<file path="src/rcw_pkg.sv">
/*
  Constants, field layouts and carrier types of the runaway-code watchdog.
  Assumes one 100 MHz system clock with the crystal rate given as an enable.
*/
// Behaviour
// - Six-bit counter advances on carry of a twelve-bit crystal-clock prescaler.
// - Overflow resets after 2^13-2^4 or 2^18-2^4 crystal cycles by rate choice.
// - Any write to the service location clears counter and prescaler stages 4 to 12.
// - Expiry holds reset pin low 32 crystal cycles and sets watchdog cause bit.
// - In monitor mode, test voltage on reset or interrupt pin disables the watchdog.
// - In break state, test voltage on the reset pin disables the watchdog.
// - Stop instruction clears the prescaler.
// - Reading the service location returns the reset vector low byte, not state.
// - Power-on logic clears the prescaler 4096 crystal cycles after power-up.
// - A reset vector fetch clears the prescaler.
// - Disable input follows the option disable bit and keeps the watchdog idle.
// - Long-timeout input follows the option rate bit and picks the period.
// - The watchdog never raises an interrupt request, only a reset; the code also drives WATCHDOG_IRQ from masked expire and service events.
// - Stop mode halts crystal clocking and clears the prescaler until it ends.
// - Counting continues in wait mode.
package rcw_pkg;

  // ----------------------------------------
  // Register map
  // ----------------------------------------
  localparam logic [15:0] RCW_SERVICE_ADDR = 16'hffff;
  localparam logic [15:0] RCW_STATUS_ADDR = 16'h0000;
  localparam logic [15:0] RCW_MASK_ADDR = 16'h0004;
  localparam logic [15:0] RCW_CONFIG_ADDR = 16'h0008;
  localparam logic [15:0] RCW_CAUSE_ADDR = 16'h000c;
  localparam logic [15:0] RCW_COUNT_ADDR = 16'h0010;

  // Event bits in status and mask
  localparam int RCW_EV_EXPIRE = 0;
  localparam int RCW_EV_SERVICE = 1;
  localparam int RCW_EV_WIDTH = 2;

  // Config bits
  localparam int RCW_CFG_DISABLE = 0;
  localparam int RCW_CFG_LONG = 1;
  localparam logic [1:0] RCW_CFG_RESET = 2'h0;

  // Cause register bit
  localparam int RCW_CAUSE_WDOG = 0;

  // ----------------------------------------
  // Widths and timing
  // ----------------------------------------
  localparam int RCW_PRE_W = 12;
  localparam int RCW_CNT_W = 6;
  localparam logic [RCW_PRE_W-1:0] RCW_PRE_KEEP = 12'h007;
  localparam logic [RCW_CNT_W-1:0] RCW_CNT_SHORT_END = 6'h01;
  localparam logic [RCW_CNT_W-1:0] RCW_CNT_LONG_END = 6'h3f;
  localparam logic [RCW_PRE_W-1:0] RCW_PRE_SHORT_TOP = 12'hff0;
  localparam logic [RCW_PRE_W-1:0] RCW_PRE_LONG_TOP = 12'hff0;
  localparam int RCW_PULSE_CYC = 32;
  localparam logic [5:0] RCW_PULSE_LAST = 6'(RCW_PULSE_CYC - 1);
  localparam int RCW_POR_CYC = 4096;
  localparam logic [12:0] RCW_POR_LAST = 13'(RCW_POR_CYC - 1);
  localparam int RCW_SYS_HZ = 100_000_000;
  localparam int RCW_XTAL_HZ = 25_000_000;
  localparam logic [7:0] RCW_VEC_LOW = 8'h00;

  // ----------------------------------------
  // Carriers
  // ----------------------------------------
  typedef struct packed {
    logic monitor;
    logic brk;
    logic hv_rst;
    logic hv_irq;
    logic stop_mode;
    logic stop_exec;
    logic vec_fetch;
  } rcw_core_t;

  typedef struct packed {
    logic [15:0] addr;
    logic [31:0] wdata;
    logic wr;
    logic rd;
  } rcw_bus_t;

endpackage

</file>
<file path="src/rcw_xtal_div.sv">
/*
  Fractional divider that produces the crystal clock rate as a one-cycle enable.
  Assumes the system clock is faster than the crystal rate.
*/
`timescale 1ns/10ps
module rcw_xtal_div import rcw_pkg::*; (
  input wire logic clk,
  input wire logic rst,
  output logic tick
);
  logic [31:0] acc_q;
  logic [32:0] sum;

  assign sum = {1'b0, acc_q} + 33'(RCW_XTAL_HZ);

  always_ff @(posedge clk) begin
    if (rst) begin
      acc_q <= 32'h0;
      tick <= 1'b0;
    end else if (sum >= 33'(RCW_SYS_HZ)) begin
      acc_q <= 32'(sum - 33'(RCW_SYS_HZ));
      tick <= 1'b1;
    end else begin
      acc_q <= sum[31:0];
      tick <= 1'b0;
    end
  end
endmodule

</file>
<file path="src/rcw_por_timer.sv">
/*
  Power-on delay: pulses once after the set number of crystal ticks.
  Assumes the clear input marks power-up.
*/
`timescale 1ns/10ps
module rcw_por_timer import rcw_pkg::*; (
  input wire logic clk,
  input wire logic por,
  input wire logic tick,
  output logic done
);
  logic [12:0] cnt_q;
  logic run_q;

  always_ff @(posedge clk) begin
    if (por) begin
      cnt_q <= 13'h0;
      run_q <= 1'b1;
      done <= 1'b0;
    end else begin
      done <= 1'b0;
      if (run_q && tick) begin
        if (cnt_q == RCW_POR_LAST) begin
          run_q <= 1'b0;
          done <= 1'b1;
        end else begin
          cnt_q <= cnt_q + 13'h1;
        end
      end
    end
  end
endmodule

</file>
<file path="src/rcw_top.sv">
/*
  Runaway-code watchdog: prescaler, counter, reset pulse and register port.
  Assumes synchronous inputs, a power-on pulse on POR and a single-cycle bus.
*/
// Implementation choice: strobed register access.
`timescale 1ns/10ps
module rcw_top import rcw_pkg::*; (
  input wire logic SYS_CLK,
  input wire logic SYS_RST,
  input wire logic POR,
  input wire logic MONITOR_MODE,
  input wire logic BREAK_STATE,
  input wire logic HV_ON_RESET_PIN,
  input wire logic HV_ON_IRQ_PIN,
  input wire logic STOP_MODE,
  input wire logic STOP_EXEC,
  input wire logic VECTOR_FETCH,
  input wire logic [15:0] ADDR,
  input wire logic [31:0] WDATA,
  input wire logic WR,
  input wire logic RD,
  output logic [31:0] RDATA,
  output logic RESET_PIN_N,
  output logic RESET_PIN_OE,
  output logic WATCHDOG_IRQ,
  output logic [RCW_CNT_W-1:0] COUNT
);

  // ----------------------------------------
  // Input grouping and timing enables
  // ----------------------------------------
  rcw_core_t core;
  rcw_bus_t bus;
  logic xtal_tick;
  logic por_done;

  assign core = '{monitor: MONITOR_MODE, brk: BREAK_STATE, hv_rst: HV_ON_RESET_PIN,
                  hv_irq: HV_ON_IRQ_PIN, stop_mode: STOP_MODE, stop_exec: STOP_EXEC,
                  vec_fetch: VECTOR_FETCH};
  assign bus = '{addr: ADDR, wdata: WDATA, wr: WR, rd: RD};

  rcw_xtal_div u_div (
    .clk(SYS_CLK),
    .rst(SYS_RST),
    .tick(xtal_tick)
  );

  rcw_por_timer u_por (
    .clk(SYS_CLK),
    .por(POR),
    .tick(xtal_tick),
    .done(por_done)
  );

  // ----------------------------------------
  // Registers
  // ----------------------------------------
  logic [1:0] cfg_q;
  logic [RCW_EV_WIDTH-1:0] status_q;
  logic [RCW_EV_WIDTH-1:0] mask_q;
  logic cause_q;
  logic [RCW_PRE_W-1:0] pre_q;
  logic [RCW_CNT_W-1:0] cnt_q;
  logic [5:0] pulse_q;
  logic pulse_on_q;

  logic wd_disable;
  logic wd_long;
  logic hv_off;
  logic active;
  logic service;
  logic pre_clr;
  logic step;
  logic carry;
  logic expire;
  logic [RCW_CNT_W-1:0] cnt_end;
  logic [RCW_PRE_W-1:0] pre_top;

  assign wd_disable = cfg_q[RCW_CFG_DISABLE];
  assign wd_long = cfg_q[RCW_CFG_LONG];
  assign hv_off = (core.monitor && (core.hv_rst || core.hv_irq))
               || (core.brk && core.hv_rst);
  assign active = !wd_disable && !hv_off && !pulse_on_q;
  assign service = bus.wr && (bus.addr == RCW_SERVICE_ADDR);
  assign pre_clr = core.stop_exec || core.stop_mode || por_done
                || core.vec_fetch;
  // Counting halts in stop mode, runs in wait mode
  assign step = xtal_tick && active && !core.stop_mode;
  assign carry = (pre_q == {RCW_PRE_W{1'b1}});
  // Short period ends 2^4 cycles early: counter 1, prescaler top reached
  assign cnt_end = wd_long ? RCW_CNT_LONG_END : RCW_CNT_SHORT_END;
  assign pre_top = wd_long ? RCW_PRE_LONG_TOP : RCW_PRE_SHORT_TOP;
  assign expire = step && (cnt_q == cnt_end) && (pre_q == pre_top - 12'h1);

  // ----------------------------------------
  // Configuration and mask writes
  // ----------------------------------------
  always_ff @(posedge SYS_CLK) begin
    if (SYS_RST) begin
      cfg_q <= RCW_CFG_RESET;
      mask_q <= '0;
    end else if (bus.wr) begin
      if (bus.addr == RCW_CONFIG_ADDR) begin
        cfg_q <= bus.wdata[1:0];
      end
      if (bus.addr == RCW_MASK_ADDR) begin
        mask_q <= bus.wdata[RCW_EV_WIDTH-1:0];
      end
    end
  end

  // ----------------------------------------
  // Prescaler and counter
  // ----------------------------------------
  always_ff @(posedge SYS_CLK) begin
    if (SYS_RST) begin
      pre_q <= '0;
      cnt_q <= '0;
    end else if (expire) begin
      pre_q <= '0;
      cnt_q <= '0;
    end else begin
      if (service) begin
        cnt_q <= '0;
        pre_q <= pre_q & RCW_PRE_KEEP;
      end else if (pre_clr) begin
        pre_q <= '0;
      end else if (step) begin
        pre_q <= pre_q + 12'h1;
        if (carry) begin
          cnt_q <= cnt_q + 6'h1;
        end
      end
    end
  end

  // ----------------------------------------
  // Reset pulse and cause
  // ----------------------------------------
  always_ff @(posedge SYS_CLK) begin
    if (SYS_RST) begin
      pulse_q <= '0;
      pulse_on_q <= 1'b0;
    end else if (expire) begin
      pulse_q <= '0;
      pulse_on_q <= 1'b1;
    end else if (pulse_on_q && xtal_tick) begin
      if (pulse_q == RCW_PULSE_LAST) begin
        pulse_on_q <= 1'b0;
      end else begin
        pulse_q <= pulse_q + 6'h1;
      end
    end
  end

  always_ff @(posedge SYS_CLK) begin
    if (POR) begin
      cause_q <= 1'b0;
    end else if (expire) begin
      cause_q <= 1'b1;
    end else if (bus.rd && bus.addr == RCW_CAUSE_ADDR) begin
      cause_q <= 1'b0;
    end
  end

  // ----------------------------------------
  // Event status, write one to clear
  // ----------------------------------------
  logic [RCW_EV_WIDTH-1:0] ev;
  logic [RCW_EV_WIDTH-1:0] clr;

  assign ev = {service, expire};
  assign clr = (bus.wr && bus.addr == RCW_STATUS_ADDR) ? bus.wdata[RCW_EV_WIDTH-1:0] : '0;

  always_ff @(posedge SYS_CLK) begin
    if (SYS_RST) begin
      status_q <= '0;
    end else begin
      status_q <= (status_q & ~clr) | ev;
    end
  end

  // ----------------------------------------
  // Outputs
  // ----------------------------------------
  always_ff @(posedge SYS_CLK) begin
    if (SYS_RST) begin
      RESET_PIN_N <= 1'b1;
      RESET_PIN_OE <= 1'b0;
      WATCHDOG_IRQ <= 1'b0;
      COUNT <= '0;
    end else begin
      RESET_PIN_N <= !(pulse_on_q || expire);
      RESET_PIN_OE <= pulse_on_q || expire;
      // Status line for system software, not a processor request
      WATCHDOG_IRQ <= |(((status_q & ~clr) | ev) & mask_q);
      COUNT <= cnt_q;
    end
  end

  // ----------------------------------------
  // Read port
  // ----------------------------------------
  always_ff @(posedge SYS_CLK) begin
    if (SYS_RST) begin
      RDATA <= '0;
    end else if (bus.rd) begin
      case (bus.addr)
        RCW_SERVICE_ADDR: RDATA <= {24'h0, RCW_VEC_LOW};
        RCW_STATUS_ADDR: RDATA <= {30'h0, status_q};
        RCW_MASK_ADDR: RDATA <= {30'h0, mask_q};
        RCW_CONFIG_ADDR: RDATA <= {30'h0, cfg_q};
        RCW_CAUSE_ADDR: RDATA <= {31'h0, cause_q};
        RCW_COUNT_ADDR: RDATA <= {14'h0, cnt_q, pre_q};
        default: RDATA <= '0;
      endcase
    end else begin
      RDATA <= '0;
    end
  end

endmodule

</file>
<file path="config.mk">
export PLATFORM = sky130hd
export DESIGN_NAME = rcw_top
export DESIGN_NICKNAME = d
export VERILOG_FILES = /design/src/rcw_pkg.sv /design/src/rcw_xtal_div.sv /design/src/rcw_por_timer.sv /design/src/rcw_top.sv
export SDC_FILE = /design/constraint.sdc
export NUM_CORES = 1
export LEC_CHECK = 0
export ABC_AREA = 1
export BUFFER_PORTS_ARGS = -buffer_cell sky130_fd_sc_hd__buf_2
export CAP_MARGIN = 20
export CORE_MARGIN = 5
export CORE_UTILIZATION = 57
export DETAILED_ROUTE_END_ITERATION = 12
export HOLD_SLACK_MARGIN = 0.05
export PLACE_DENSITY = 0.85
export REMOVE_ABC_BUFFERS = 1
export SLEW_MARGIN = 10
export SYNTH_ARGS = -nofsm -noshare
export SYNTH_HDL_FRONTEND = slang
export SYNTH_SLANG_ARGS = --single-unit
</file>
<file path="constraint.sdc">
create_clock -name SYS_CLK -period 2.7 [get_ports SYS_CLK]
set_clock_uncertainty 0.15 [all_clocks]
set_input_delay 0.405 -clock SYS_CLK [delete_from_list [all_inputs] [get_ports SYS_CLK]]
set_output_delay 0.405 -clock SYS_CLK [all_outputs]
set_load 0.02 [all_outputs]
</file>
======== Word-level counts from Yosys, hierarchy flattened ========
Index checks and enable logic that the tools add are counted.
storage, ports and cells
  memories ................................ 0
  latch bits .............................. 0
  register bits after elaboration ......... 121
  memory bits (writable) .................. 0
  ROM bits ................................ 0
  word-level logic and storage cells ...... 102
operators by class
  eq/ne operators ......................... 10
  bitwise operators ....................... 10
  shift-type cells ........................ 0
  multiplexer cells ....................... 13
  div/mod/pow operators ................... 0
  reduce and logical (&&, ||, !) cells .... 43
  add/subtract/negate cells ............... 6
  multipliers ............................. 0
  magnitude comparators ................... 1
operator list
  cell                    count
  $pmux 18 s5             1
  $add 32x25->33 const B  1
  $ge 33x27->1 const B    1
  $eq 16x4->1 const B     2
  $mux 32                 1
  $sub 32x27->32 const B  1
  $eq 12x12->1 const B    2
  $eq 16x16->1 const B    1
  $eq 16x3->1 const B     1
  $eq 16x5->1 const B     1
  $logic_not 16->1        1
  $reduce_and 2->1        7
  $add 13x1->13 const B   1
  $eq 13x12->1 const B    1
  $logic_and 1x1->1       13
  $add 12x1->12 const B   1
  $add 6x1->6 const B     2
  $reduce_bool 2->1       4
  $reduce_or 2->1         4
  $mux 1                  7
  $eq 6x5->1 const B      1
  $eq 6x6->1              1
  $logic_or 1x1->1        6
  $mux 3                  2
  other kinds (10)        20

======== Logic depth before layout (Yosys ltp) ========
Gate-level depths: netlist of run 1.
  depth in word-level cells ............... 13
  gate-level depth with buffers ........... 21
  mapped depth without buffers ............ 21

======== By module ========
From an unflattened synthesis of run 1, not the netlist that was laid out.
unflattened totals
  cells, all modules ...................... 1038
  area total of the unflattened synthesis .. 6772.7 um^2
by module, submodules not included
  module         area each (um^2)  cells each  times used  seq. area each (um^2)
  rcw_top        3014.1            390         1           1181.1
  rcw_xtal_div   2939.1            523         1           540.5
  rcw_por_timer  819.5             125         1           300.3

======== Worst setup path before layout of run 1 ========
No wires, ideal clock.
  path kind ............................... register to register
  from .................................... register u_div.acc_q[6]
  to ...................................... register u_div.acc_q[26]
  clock period less this slack ............ 2.450 ns
  cell stages (with the launch flop) ...... 19
  required time ........................... 2.412 ns
  slack ................................... 0.250 ns
  arrival time ............................ 2.163 ns
  buffers on the path ..................... 2
  path through ............................ dfxtp_1 ha_1 nand2_2 inv_2 nand2_2 nand2_1 nand2_2 a21o_1 nand2_1 nor2_2 inv_2 nor2_4 nand3_4 nand2_4 inv_4 buf_6 buf_12 nand3_2 a21oi_2
on the way
  cells in the longest elaborated chain, start to end .. 3
  elaborated cells on any way between the ends .. 4
ends and longest elaborated chain
  item                                            line                                    RTL
  from (decl)                                     rcw_xtal_div.sv:11                      logic [31:0] acc_q;
  from (signal assigned)                          rcw_xtal_div.sv:21                      acc_q <= 32'(sum - 33'(RCW_SYS_HZ));
  from (signal assigned)                          rcw_xtal_div.sv:24                      acc_q <= sum[31:0];
  $add 32x25->33 *                                rcw_xtal_div.sv:14                      assign sum = {1'b0, acc_q} + 33'(RCW_XTAL_HZ);
  $sub 32x27->32 or $ge 33x27->1 (tied branches)  rcw_xtal_div.sv:21, rcw_xtal_div.sv:20
  $mux 32 *                                       rcw_xtal_div.sv:20                      end else if (sum >= 33'(RCW_SYS_HZ)) begin
Every way passes the cells marked *; elsewhere a longest branch is shown, timed or not.
A chain may end at the register's enable or synchronous reset.

======== Final worst setup path of run 1 ========
  from .................................... register u_div.acc_q[16]
  to ...................................... register u_div.acc_q[19]
The elaborated chain is that of the path after synthesis.

==> results of run 1 <==
## registers in the layout, summed over array words and instances, names as in the netlist
signal	count
pre_q	12
u_div.acc_q	26
cause_q	1
u_por.run_q	1
pulse_on_q	1
RESET_PIN_OE	1
mask_q	2
u_div.tick	1
u_por.cnt_q	13
RDATA	18
WATCHDOG_IRQ	1
RESET_PIN_N	1
u_por.done	1
COUNT	6
cnt_q	6
cfg_q	2
status_q	2
pulse_q	6
## Yosys cell counts, types with 3 or more instances
library cell | number | share of area [%]
o21ai_0 | 21 | 1.8
nor2_4 | 3 | 0.57
buf_4 | 16 | 2.0
or2_2 | 4 | 0.42
a211oi_1 | 6 | 0.76
dfxtp_1 | 101 | 34
nor4_1 | 5 | 0.52
nand3_1 | 84 | 7.1
a21oi_1 | 40 | 3.4
nor2_2 | 9 | 0.94
nand2_2 | 22 | 2.3
nand4_1 | 15 | 1.6
o21a_1 | 3 | 0.38
inv_2 | 16 | 1.0
inv_1 | 98 | 6.2
nor2_1 | 106 | 6.7
nand3_2 | 14 | 2.4
ha_1 | 7 | 1.5
buf_6 | 3 | 0.57
xor2_1 | 24 | 3.5
nand2_1 | 210 | 13
nor3_1 | 32 | 2.7
clkbuf_1 | 5 | 0.31
nor3b_1 | 4 | 0.50
a21oi_2 | 13 | 1.9
o21ai_1 | 3 | 0.25
## metal layers
layer / global-route usage, % / vias up
met5: 0 / -
met4: 5.849 / 0
met3: 4.043 / 30
met2: 37.47 / 200
met1: 27.35 / 2674
li1: - / 2994
## area by class of cell
type                            instances  area, um2
Clock buffer                            9      123.9
Clock inverter                          7      78.83
Fill cell                             887       3433
Inverter                              116      437.9
Multi-Input combinational cell        657       3451
Sequential cell                       101       2031
Tap cell                              136      170.2
Timing Repair Buffer                   85      551.8
## cell families after synthesis
kind of cell	after synthesis	synth area share (%)
other	1	0.06290
xor gates and xnor gates	26	3.820
AOI/OAI and AO/OA	92	9.192
DFF	101	33.91
and+or+nand+nor	517	40.84
buffers and inverters	143	10.70
adders and majority gates	7	1.469
## stage by stage
stage	setup TNS, ns	worst slack, ns	power (mW)
5_1_grt	-1.026	-0.08022	7.317
3_5_place_dp	0	0.07056	5.285
3_3_place_gp	0	0.1217	5.206
2_1_floorplan	0	0.2828	4.531
6_report	0	0.1099	6.795
4_1_cts	0	0.04393	6.255
## worst max-delay path, delay by kind of cell, from the launching register on
family / cells / cell delay (ns)
and+or+nand+nor: 13 / 1.55
buffers and inverters: 2 / 0.29
DFF: 1 / 0.39
AOI/OAI and AO/OA: 1 / 0.14
## layout by cell type, fill, tap and decap left out, types with 2 or more instances in the layout
cell and instances:
buf_12 2, nand3_1 84, buf_4 23, dfxtp_1 96, clkinv_8 2, o21ai_1 4, o21ai_0 20, a21oi_2 13
nand4_1 15, inv_1 98, conb_1 14, buf_6 3, a21oi_1 40, inv_2 16, nand2_8 2, nand2_2 21
nor4_1 5, nand3_2 14, nor2_4 5, nand2_4 9, dfxtp_2 4, nor3b_1 4, clkinv_4 3, a211oi_1 6
buf_2 56, clkbuf_8 9, xor2_1 24, ha_1 6, nor2_2 10, xnor2_1 2, o21a_1 3, nand2_1 204
nor3_1 32, nor2_1 103, or2_2 4
## where the power goes
group | total [mW] | internal [mW] | switching, mW
Sequential | 1.88 | 1.66 | 0.211
Clock | 0.954 | 0.366 | 0.588
Combinational | 3.97 | 1.45 | 2.52
Total | 6.79 | 3.48 | 3.31
## timing repair
item                       CTS  global route
setup endpoints to repair    0            27
setup buffers                0             9
hold buffers                 0             0
resized for setup            0            31
## worst max-delay path by stage
stage,start,endpoint,cells past startpoint
finish,u_div.acc_q[16],u_div.acc_q[19],16
global route,u_div.acc_q[19],u_div.acc_q[19],18
CTS,u_div.acc_q[7],u_div.acc_q[9],16
detailed placement,u_div.acc_q[7],u_div.acc_q[9],16
global placement,u_div.acc_q[7],u_div.acc_q[9],16
floorplan,u_div.acc_q[6],u_div.acc_q[9],18
==> flow_summary.yaml, run 1 <==
critical_path:
  crit_required_ns: 2.85
  crit_type: "reg2reg"
  start_kind: "flop"
  r2r-end: "u_div.acc_q[19]"
  crit_fanout: 12
  crit_arrival_ns: 2.74
  cp_slowest_cell: "dfxtp_1"
  critPathMostFrequentCell: "nand2_2"
  r2r_start: "u_div.acc_q[16]"
  r2r_slack_ns: 0.11
  cp_cell_sequence: "inv_2 > nand2_2 > nor3_4 > nand2_2 > nand3_1 > nand3_1 > nand2_2 > nand2_1 > nor2_2 > nand2_2 > nor2_4 > nor2_8 > buf_4 > nand2_8 > nand2_1 > a21oi_2"
  end_kind: "flop"
  slowest_delay_ns: 0.39
  reg2regPathDepth: 16
floorplanning:
  die-area_mm2: 0.01260
  die_h_um: 112.3
  pin_count: 101
  row_count: 37
  core_area_mm2: 0.01028
  die_x_um: 112.3
  start_util_pct: 58.01
route:
  met3_length_um: 954
  ant_nets: 0
  drt_iter0_drc: 346
  met2_length_mm: 6.949
  vias: 5898
  post_drt_wl_per_cell_um: 12.96
  wl_mm: 14.40
  viasPerCell: 5.309
  dr.pass1.iters: 4
  drcViolationCount: 0
  highest_layer: "met4"
  drt-met1-wl_mm: 6.240
place:
  port_buffers: 56
  dp_cells: 1084
  dp_hpwl_mm: 10.22
  post_dp_cell_area_mm2: 0.006416
  place.gp.congestion: 0.8809
synth:
  yosysWarnings: 0
  synth.avg_cell_area_um2: 6.721
  async_reset_ff_share_pct: 0
  ys_seq_area_share_pct: 33.91
  synthDistinctLibCells: 46
  synthCells: 887
  syn-cell-area_mm2: 0.005962
  synth_edf_count: 0
  synth_seq_cells: 101
  ys.flop_type: "dfxtp_1"
sta:
  finalCritPeriodShare_pct: 95.93
  fin_crit_ns: 2.590
  hold_slack_ns: 0.1611
  worstMarginPinSlew_ns: 0.5731
  fmax_ghz: 0.3861
  hold_viol: 0
  slew_headroom_pct: 61.70
  slew_violations: 0
  setup_viol: 0
clocking:
  cts_tree: "built"
  cts_made_buffers: 9
  cts-root-buf: "clkbuf_8"
  cts_max_path_buffers: 2
  cts-htree-levels: 3
  cts.sinks: 101
  clock_latency_ns: 0.37
  clkTransAtPathRegs_ns: 0.11
power_and_ir_drop:
  vdd_drop_max_v: 0.0004623
  power_density_mw_per_mm2: 992.8
  p_leak_nw: 3.111
global_route:
  grtUsageTotal_pct: 21.53
  grt_max_degree: 37
  grt_pass1_wl_mm: 23.29
  grt_pass1_vias: 5409
  gr-total-overflow: 0
  antenna_found_initial: 0
min_path:
  hold_path_end: "u_por.cnt_q[12]"
  worstHoldPathType: "in2reg"
  hp-start: "POR"
  holdPathStages: 2
cells_and_area:
  nNetsFinal: 1037
  drive_gt1_share_pct: 21.13
  fin_cells: 1111
  antenna_cells: 0
  syn_to_final_growth_pct: 14.80
  fin_area_mm2: 0.006844
  fin_util_pct: 66.59
outcome:
  outcome: "complete, no violations"
job:
  max_cap_violations: 0
(Power assumes the default switching activity.)
==> run 2, diff against run 1 <==
--- a/config.mk
+++ b/config.mk
@@ -9,10 +9,10 @@
 export BUFFER_PORTS_ARGS = -buffer_cell sky130_fd_sc_hd__buf_2
 export CAP_MARGIN = 20
 export CORE_MARGIN = 5
-export CORE_UTILIZATION = 57
+export CORE_UTILIZATION = 51
 export DETAILED_ROUTE_END_ITERATION = 12
 export HOLD_SLACK_MARGIN = 0.05
-export PLACE_DENSITY = 0.85
+export PLACE_DENSITY = 0.8
 export REMOVE_ABC_BUFFERS = 1
 export SLEW_MARGIN = 10
 export SYNTH_ARGS = -nofsm -noshare
==> constraint.sdc (replaced) <==
create_clock -name SYS_CLK -period 2.12 [get_ports SYS_CLK]
set_clock_uncertainty 0.15 [all_clocks]
set_input_delay 0.318 -clock SYS_CLK [delete_from_list [all_inputs] [get_ports SYS_CLK]]
set_output_delay 0.318 -clock SYS_CLK [all_outputs]
set_load 0.02 [all_outputs]
==> run 2 against run 1 <==
Against the previous run:
- the run now ends with negative setup slack left
- clock power rose by 68%
- critical path depth increased by 2
- hold slack lost 0.062 ns
- register-to-register slack worse by 0.72 ns
- critical path type unchanged
- largest cell class unchanged
==> flow_summary.yaml, run 2 (synthesis results as in run 1) <==
outcome:
  outcome: "finished, violations left"
  violations: "negative setup slack"
critical_path:
  crit_fanout: 6
  crit_required_ns: 2.23
  reg2regPathDepth: 18
  r2r_slack_ns: -0.61
  r2r_start: "u_div.acc_q[19]"
  crit_arrival_ns: 2.84
  start_kind: "flop"
  r2r-end: "u_div.acc_q[22]"
  crit_type: "reg2reg"
  end_kind: "flop"
route:
  drt_iter0_drc: 940
  drcViolationCount: 0
  post_drt_wl_per_cell_um: 18.42
  viasPerCell: 5.792
  wl_mm: 23.19
  dr.pass1.iters: 6
  vias: 7292
  ant_nets: 0
global_route:
  grt_pass1_wl_mm: 30.59
  antenna_found_initial: 0
  grt_max_degree: 37
  grt_pass1_vias: 6607
  grtUsageTotal_pct: 26.08
  gr-total-overflow: 0
sta:
  fin_setup_tns_ns: -11.95
  hold_viol: 0
  setup_ws_ns: -0.6139
  rsz0062_at_grt: "true"
  slew_headroom_pct: 64.24
  slew_violations: 0
  worstMarginPinSlew_ns: 0.5365
  finalCritPeriodShare_pct: 129.0
  setup_viol: 27
  hold_slack_ns: 0.09933
  fin_crit_ns: 2.734
  fmax_ghz: 0.3658
cells_and_area:
  nNetsFinal: 1178
  final_cell_mix: "150 x nand2_1, 145 x buf_4, 90 x inv_1, 87 x dfxtp_1, 80 x nor2_1"
  largest_register_ffs: 26
  regMostFlops: "u_div.acc_q"
  filler_cell_count: 682
  layout_commonest_cell: "nand2_1"
  antenna_cells: 0
  top_regs: "u_div.acc_q (26), RDATA (18), u_por.cnt_q (13)"
  fin_util_pct: 77.53
  drive_gt1_share_pct: 43.91
  syn_to_final_growth_pct: 48.48
clocking:
  cts-htree-levels: 3
  cts-root-buf: "clkbuf_16"
  cts_max_path_buffers: 2
  hold_buffers: 0
  clkTransAtPathRegs_ns: 0.07
  cts_made_buffers: 9
  clock_latency_ns: 0.36
  cts.sinks: 101
  cts_tree: "built"
power_and_ir_drop:
  vdd_drop_max_v: 0.0007545
  p_leak_nw: 4.035
  power_density_mw_per_mm2: 1493
place:
  port_buffers: 56
  place.gp.congestion: 0.9250
  dp_hpwl_mm: 11.68
  dp_slack_ns: -0.3923
job:
  max_cap_violations: 0
min_path:
  hp-start: "POR"
  worstHoldPathType: "in2reg"
  hold_path_end: "cause_q"
  holdPathStages: 2
floorplanning:
  die-area_mm2: 0.01395
  core_area_mm2: 0.01142
  die_x_um: 118.1
  start_util_pct: 52.21
  die_h_um: 118.1
  row_count: 39
  pin_count: 101
## run 2: cell types whose count changed in the layout (fill, tap and decap cells not counted), moves of 9 or more
| cell | previous run | this run |
|---|---|---|
| nand2_2 | 21 | 54 |
| buf_4 | 23 | 145 |
| dfxtp_1 | 96 | 87 |
| nor2_1 | 103 | 80 |
| nor2_4 | 5 | 22 |
| nand3_2 | 14 | 31 |
| nand2_4 | 9 | 30 |
| buf_6 | 3 | 16 |
| nand3_1 | 84 | 61 |
| a21oi_1 | 40 | 31 |
| nand2_1 | 204 | 150 |
## run 2: critical path, cell delays in order (launching register included)
cell,delay (ns)
dfxtp_2,0.37
nor2_2,0.18
nand2_1,0.10
inv_2,0.07
nand2_1,0.10
nor2_1,0.13
nand2_1,0.09
nand2_1,0.12
nand2_1,0.10
nand2_1,0.10
nand3_1,0.09
nor2_2,0.12
nand2_2,0.10
nor2_4,0.15
nor2_8,0.08
buf_4,0.16
nand2_8,0.10
nand2_2,0.06
a21oi_2,0.25
## run 2: final cells by class
type | instances | area [um2] | area share (%)
multi-input combinational | 659 | 4198 | 47.42
sequential | 101 | 2044 | 23.10
timing repair buffer | 224 | 1697 | 19.17
inverter | 116 | 455.4 | 5.145
clock buffer | 11 | 242.7 | 2.742
tap | 143 | 178.9 | 2.021
clock inverter | 5 | 36.28 | 0.4099
## run 2: repair_timing
item	in CTS	in global routing
gates cloned	6	0
pin swaps	15	68
gates resized for setup	100	156
buffers inserted	26	24
endpoints found under the setup margin	26	47
hold endpoints to repair	0	0
## run 2: worst max-delay path by stage
stage | startpoint | to | slack, ns
after global placement | u_div.acc_q[6] | u_div.acc_q[30] | -0.29
after floorplan | u_div.acc_q[6] | u_div.acc_q[9] | -0.30
after detailed placement | u_div.acc_q[6] | u_div.acc_q[30] | -0.39
after CTS | u_div.acc_q[6] | u_div.acc_q[26] | -0.30
final | u_div.acc_q[19] | u_div.acc_q[22] | -0.61
after global routing | u_div.acc_q[19] | u_div.acc_q[22] | -0.73
## run 2: per-stage QoR
stage / power [mW] / area (um2) / std cells
after floorplan: 5.771 / 5811 / 873
after global routing: 13.76 / 8852 / 1259
after detailed placement: 7.947 / 7168 / 1190
final: 13.21 / 8852 / 1259
after global placement: 7.800 / 7168 / 1190
after CTS: 11.08 / 8150 / 1238
## run 2: power by group
part,switching [mW],leakage [nW],internal [mW]
Sequential,0.292,0.825,2.14
Clock,0.767,0.128,0.830
Combinational,5.31,3.08,3.88
## run 2: metal layers
layer | global-route usage [%] | part of all wire, % | wire [um]
met5 | 0 | 0 | 0
met4 | 14.62 | 7.0 | 1615
met3 | 4.709 | 8.9 | 2072
met2 | 45.08 | 48 | 11110
met1 | 30.21 | 36 | 8388
==> run 3, diff against run 2 <==
--- a/config.mk
+++ b/config.mk
@@ -8,8 +8,10 @@
 export ABC_AREA = 1
 export BUFFER_PORTS_ARGS = -buffer_cell sky130_fd_sc_hd__buf_2
 export CAP_MARGIN = 20
+export CELL_PAD_IN_SITES_DETAIL_PLACEMENT = 1
+export CELL_PAD_IN_SITES_GLOBAL_PLACEMENT = 1
 export CORE_MARGIN = 5
-export CORE_UTILIZATION = 51
+export CORE_UTILIZATION = 36
 export DETAILED_ROUTE_END_ITERATION = 12
 export HOLD_SLACK_MARGIN = 0.05
 export PLACE_DENSITY = 0.8
==> run 3 against run 2 <==
Against the previous run:
- the flow still finishes with violations (negative setup slack)
- register-to-register slack lost 0.05 ns
- sequential cell count unchanged
- non-clock buffer count down 6
- critical path type unchanged
- core utilization shrank 24 points
- routed wire length up 17%
- clock power up 13%
- setup slack got worse by 0.045 ns
- fmax down 1.6%
==> flow_summary.yaml, run 3 (synthesis results as in run 1) <==
outcome:
  outcome: "finished, violations left"
  violations: "negative setup slack"
place:
  post_dp_cell_area_mm2: 0.007362
  dp_slack_ns: -0.5139
  place.gp.congestion: 0.8644
  port_buffers: 56
  dp_hpwl_mm: 14.88
power_and_ir_drop:
  power_density_mw_per_mm2: 1496
  p_leak_nw: 3.993
  vdd_drop_max_v: 0.0005924
  power_mw: 13.19
cells_and_area:
  antenna_cells: 0
  syn_to_final_growth_pct: 47.89
  top_regs: "u_div.acc_q (26), RDATA (18), u_por.cnt_q (13)"
  fin_area_mm2: 0.008817
  nNetsFinal: 1173
  largest_register_ffs: 26
  layout_commonest_cell: "nand2_1"
  seq_area_mm2: 0.002052
  final_cell_mix: "156 x nand2_1, 144 x buf_4, 91 x inv_1, 83 x dfxtp_1, 79 x nor2_1"
  regMostFlops: "u_div.acc_q"
  fin_util_pct: 53.74
  filler_cell_count: 2056
  drive_gt1_share_pct: 42.84
  multi_input_area_mm2: 0.004106
route:
  wl_mm: 27.14
  drt_iter0_drc: 521
  viasPerCell: 5.406
  vias: 7196
  dr.pass1.iters: 5
  drcViolationCount: 0
  ant_nets: 0
  post_drt_wl_per_cell_um: 20.39
sta:
  rsz0062_at_grt: "true"
  setup_ws_ns: -0.6592
  setup_viol: 25
  fin_crit_ns: 2.779
  finalCritPeriodShare_pct: 131.1
  hold_viol: 0
  slew_violations: 0
  slew_headroom_pct: 61.79
  worstMarginPinSlew_ns: 0.5731
  fmax_ghz: 0.3598
  hold_slack_ns: 0.1200
global_route:
  antenna_found_initial: 0
  grt_pass1_wl_mm: 36.45
  gr-total-overflow: 0
  grt_max_degree: 37
  grtUsageTotal_pct: 22.81
  grt_pass1_vias: 7377
critical_path:
  end_kind: "flop"
  r2r_slack_ns: -0.66
  crit_required_ns: 2.26
  r2r-end: "u_div.acc_q[9]"
  reg2regPathDepth: 19
  crit_fanout: 6
  crit_arrival_ns: 2.92
  start_kind: "flop"
  r2r_start: "u_div.acc_q[6]"
  crit_start: "u_div.acc_q[6]"
  crit_type: "reg2reg"
clocking:
  cts-htree-levels: 3
  hold_buffers: 0
  cts_tree: "built"
  clkTransAtPathRegs_ns: 0.07
  cts_made_buffers: 9
  cts_max_path_buffers: 2
  cts.sinks: 101
  clock_latency_ns: 0.36
  cts-root-buf: "clkbuf_16"
min_path:
  holdPathStages: 2
  worstHoldPathType: "in2reg"
  hp-start: "POR"
  hold_path_end: "u_por.cnt_q[12]"
floorplanning:
  core_area_mm2: 0.01641
  die_h_um: 138.7
  die-area_mm2: 0.01923
  die_x_um: 138.7
  start_util_pct: 36.34
  pin_count: 101
  row_count: 47
job:
  max_cap_violations: 0
[run 3: where the power goes]
part / internal [mW] / switching [mW] / total, mW / leakage [nW]
clock network: 0.952 / 0.863 / 1.81 / 0.156
registers: 2.13 / 0.281 / 2.42 / 0.827
logic: 3.51 / 5.45 / 8.96 / 3.01
total: 6.60 / 6.59 / 13.2 / 3.99
[run 3: critical path: stages, from the launching register on]
cell and delay (ns):
dfxtp_4 0.37, buf_6 0.12, nand2_4 0.05, nor2_4 0.12, nand2_4 0.11, nand2_4 0.13
nand2_4 0.10, nand2_4 0.11, nand2_1 0.05, nand2_1 0.12, nand2_2 0.09, nor2_4 0.12
nand4_1 0.21, nor2_4 0.25, nor2_8 0.06, buf_12 0.15, buf_8 0.14, nand3_2 0.06
nand2_1 0.07, nor2_1 0.10
[run 3: area by class of cell]
cell class / count / share of cell area (%)
timing repair buffer: 218 / 18.25
inverter: 116 / 5.109
clock buffer: 9 / 2.554
sequential: 101 / 23.27
tap: 220 / 3.122
clock inverter: 7 / 1.022
multi-input combinational: 659 / 46.57
timing repair inverter: 1 / 0.09933
[run 3: metrics by stage]
step,cells,TNS [ns]
3_5_place_dp,1280,-12.52
3_3_place_gp,1280,-8.754
6_report,1331,-14.71
2_1_floorplan,873,-6.001
4_1_cts,1313,-8.421
5_1_grt,1331,-17.32
[run 3: metal layers]
metal / part of all wire, % / GRT usage [%] / vias to the layer above
li1: - / - / 3277
met1: 38 / 26.64 / 3478
met2: 51 / 42.37 / 311
met3: 5.2 / 3.379 / 130
met4: 5.6 / 7.981 / 0
met5: 0 / 0 / -
[run 3: timing repair]
item                                    in CTS  in global routing
gates resized for setup                    103                132
pin swaps                                   41                 59
cloned                                       3                  2
setup buffers                               14                 17
endpoints found under the setup margin      45                 47
[run 3: worst max path at each step]
stage,cells past startpoint,end,slack (ns)
after floorplan,18,u_div.acc_q[9],-0.30
after global placement,16,u_div.acc_q[30],-0.41
after detailed placement,17,u_div.acc_q[9],-0.51
after CTS,18,u_div.acc_q[13],-0.36
after global routing,18,u_div.acc_q[9],-0.74
final,19,u_div.acc_q[9],-0.66
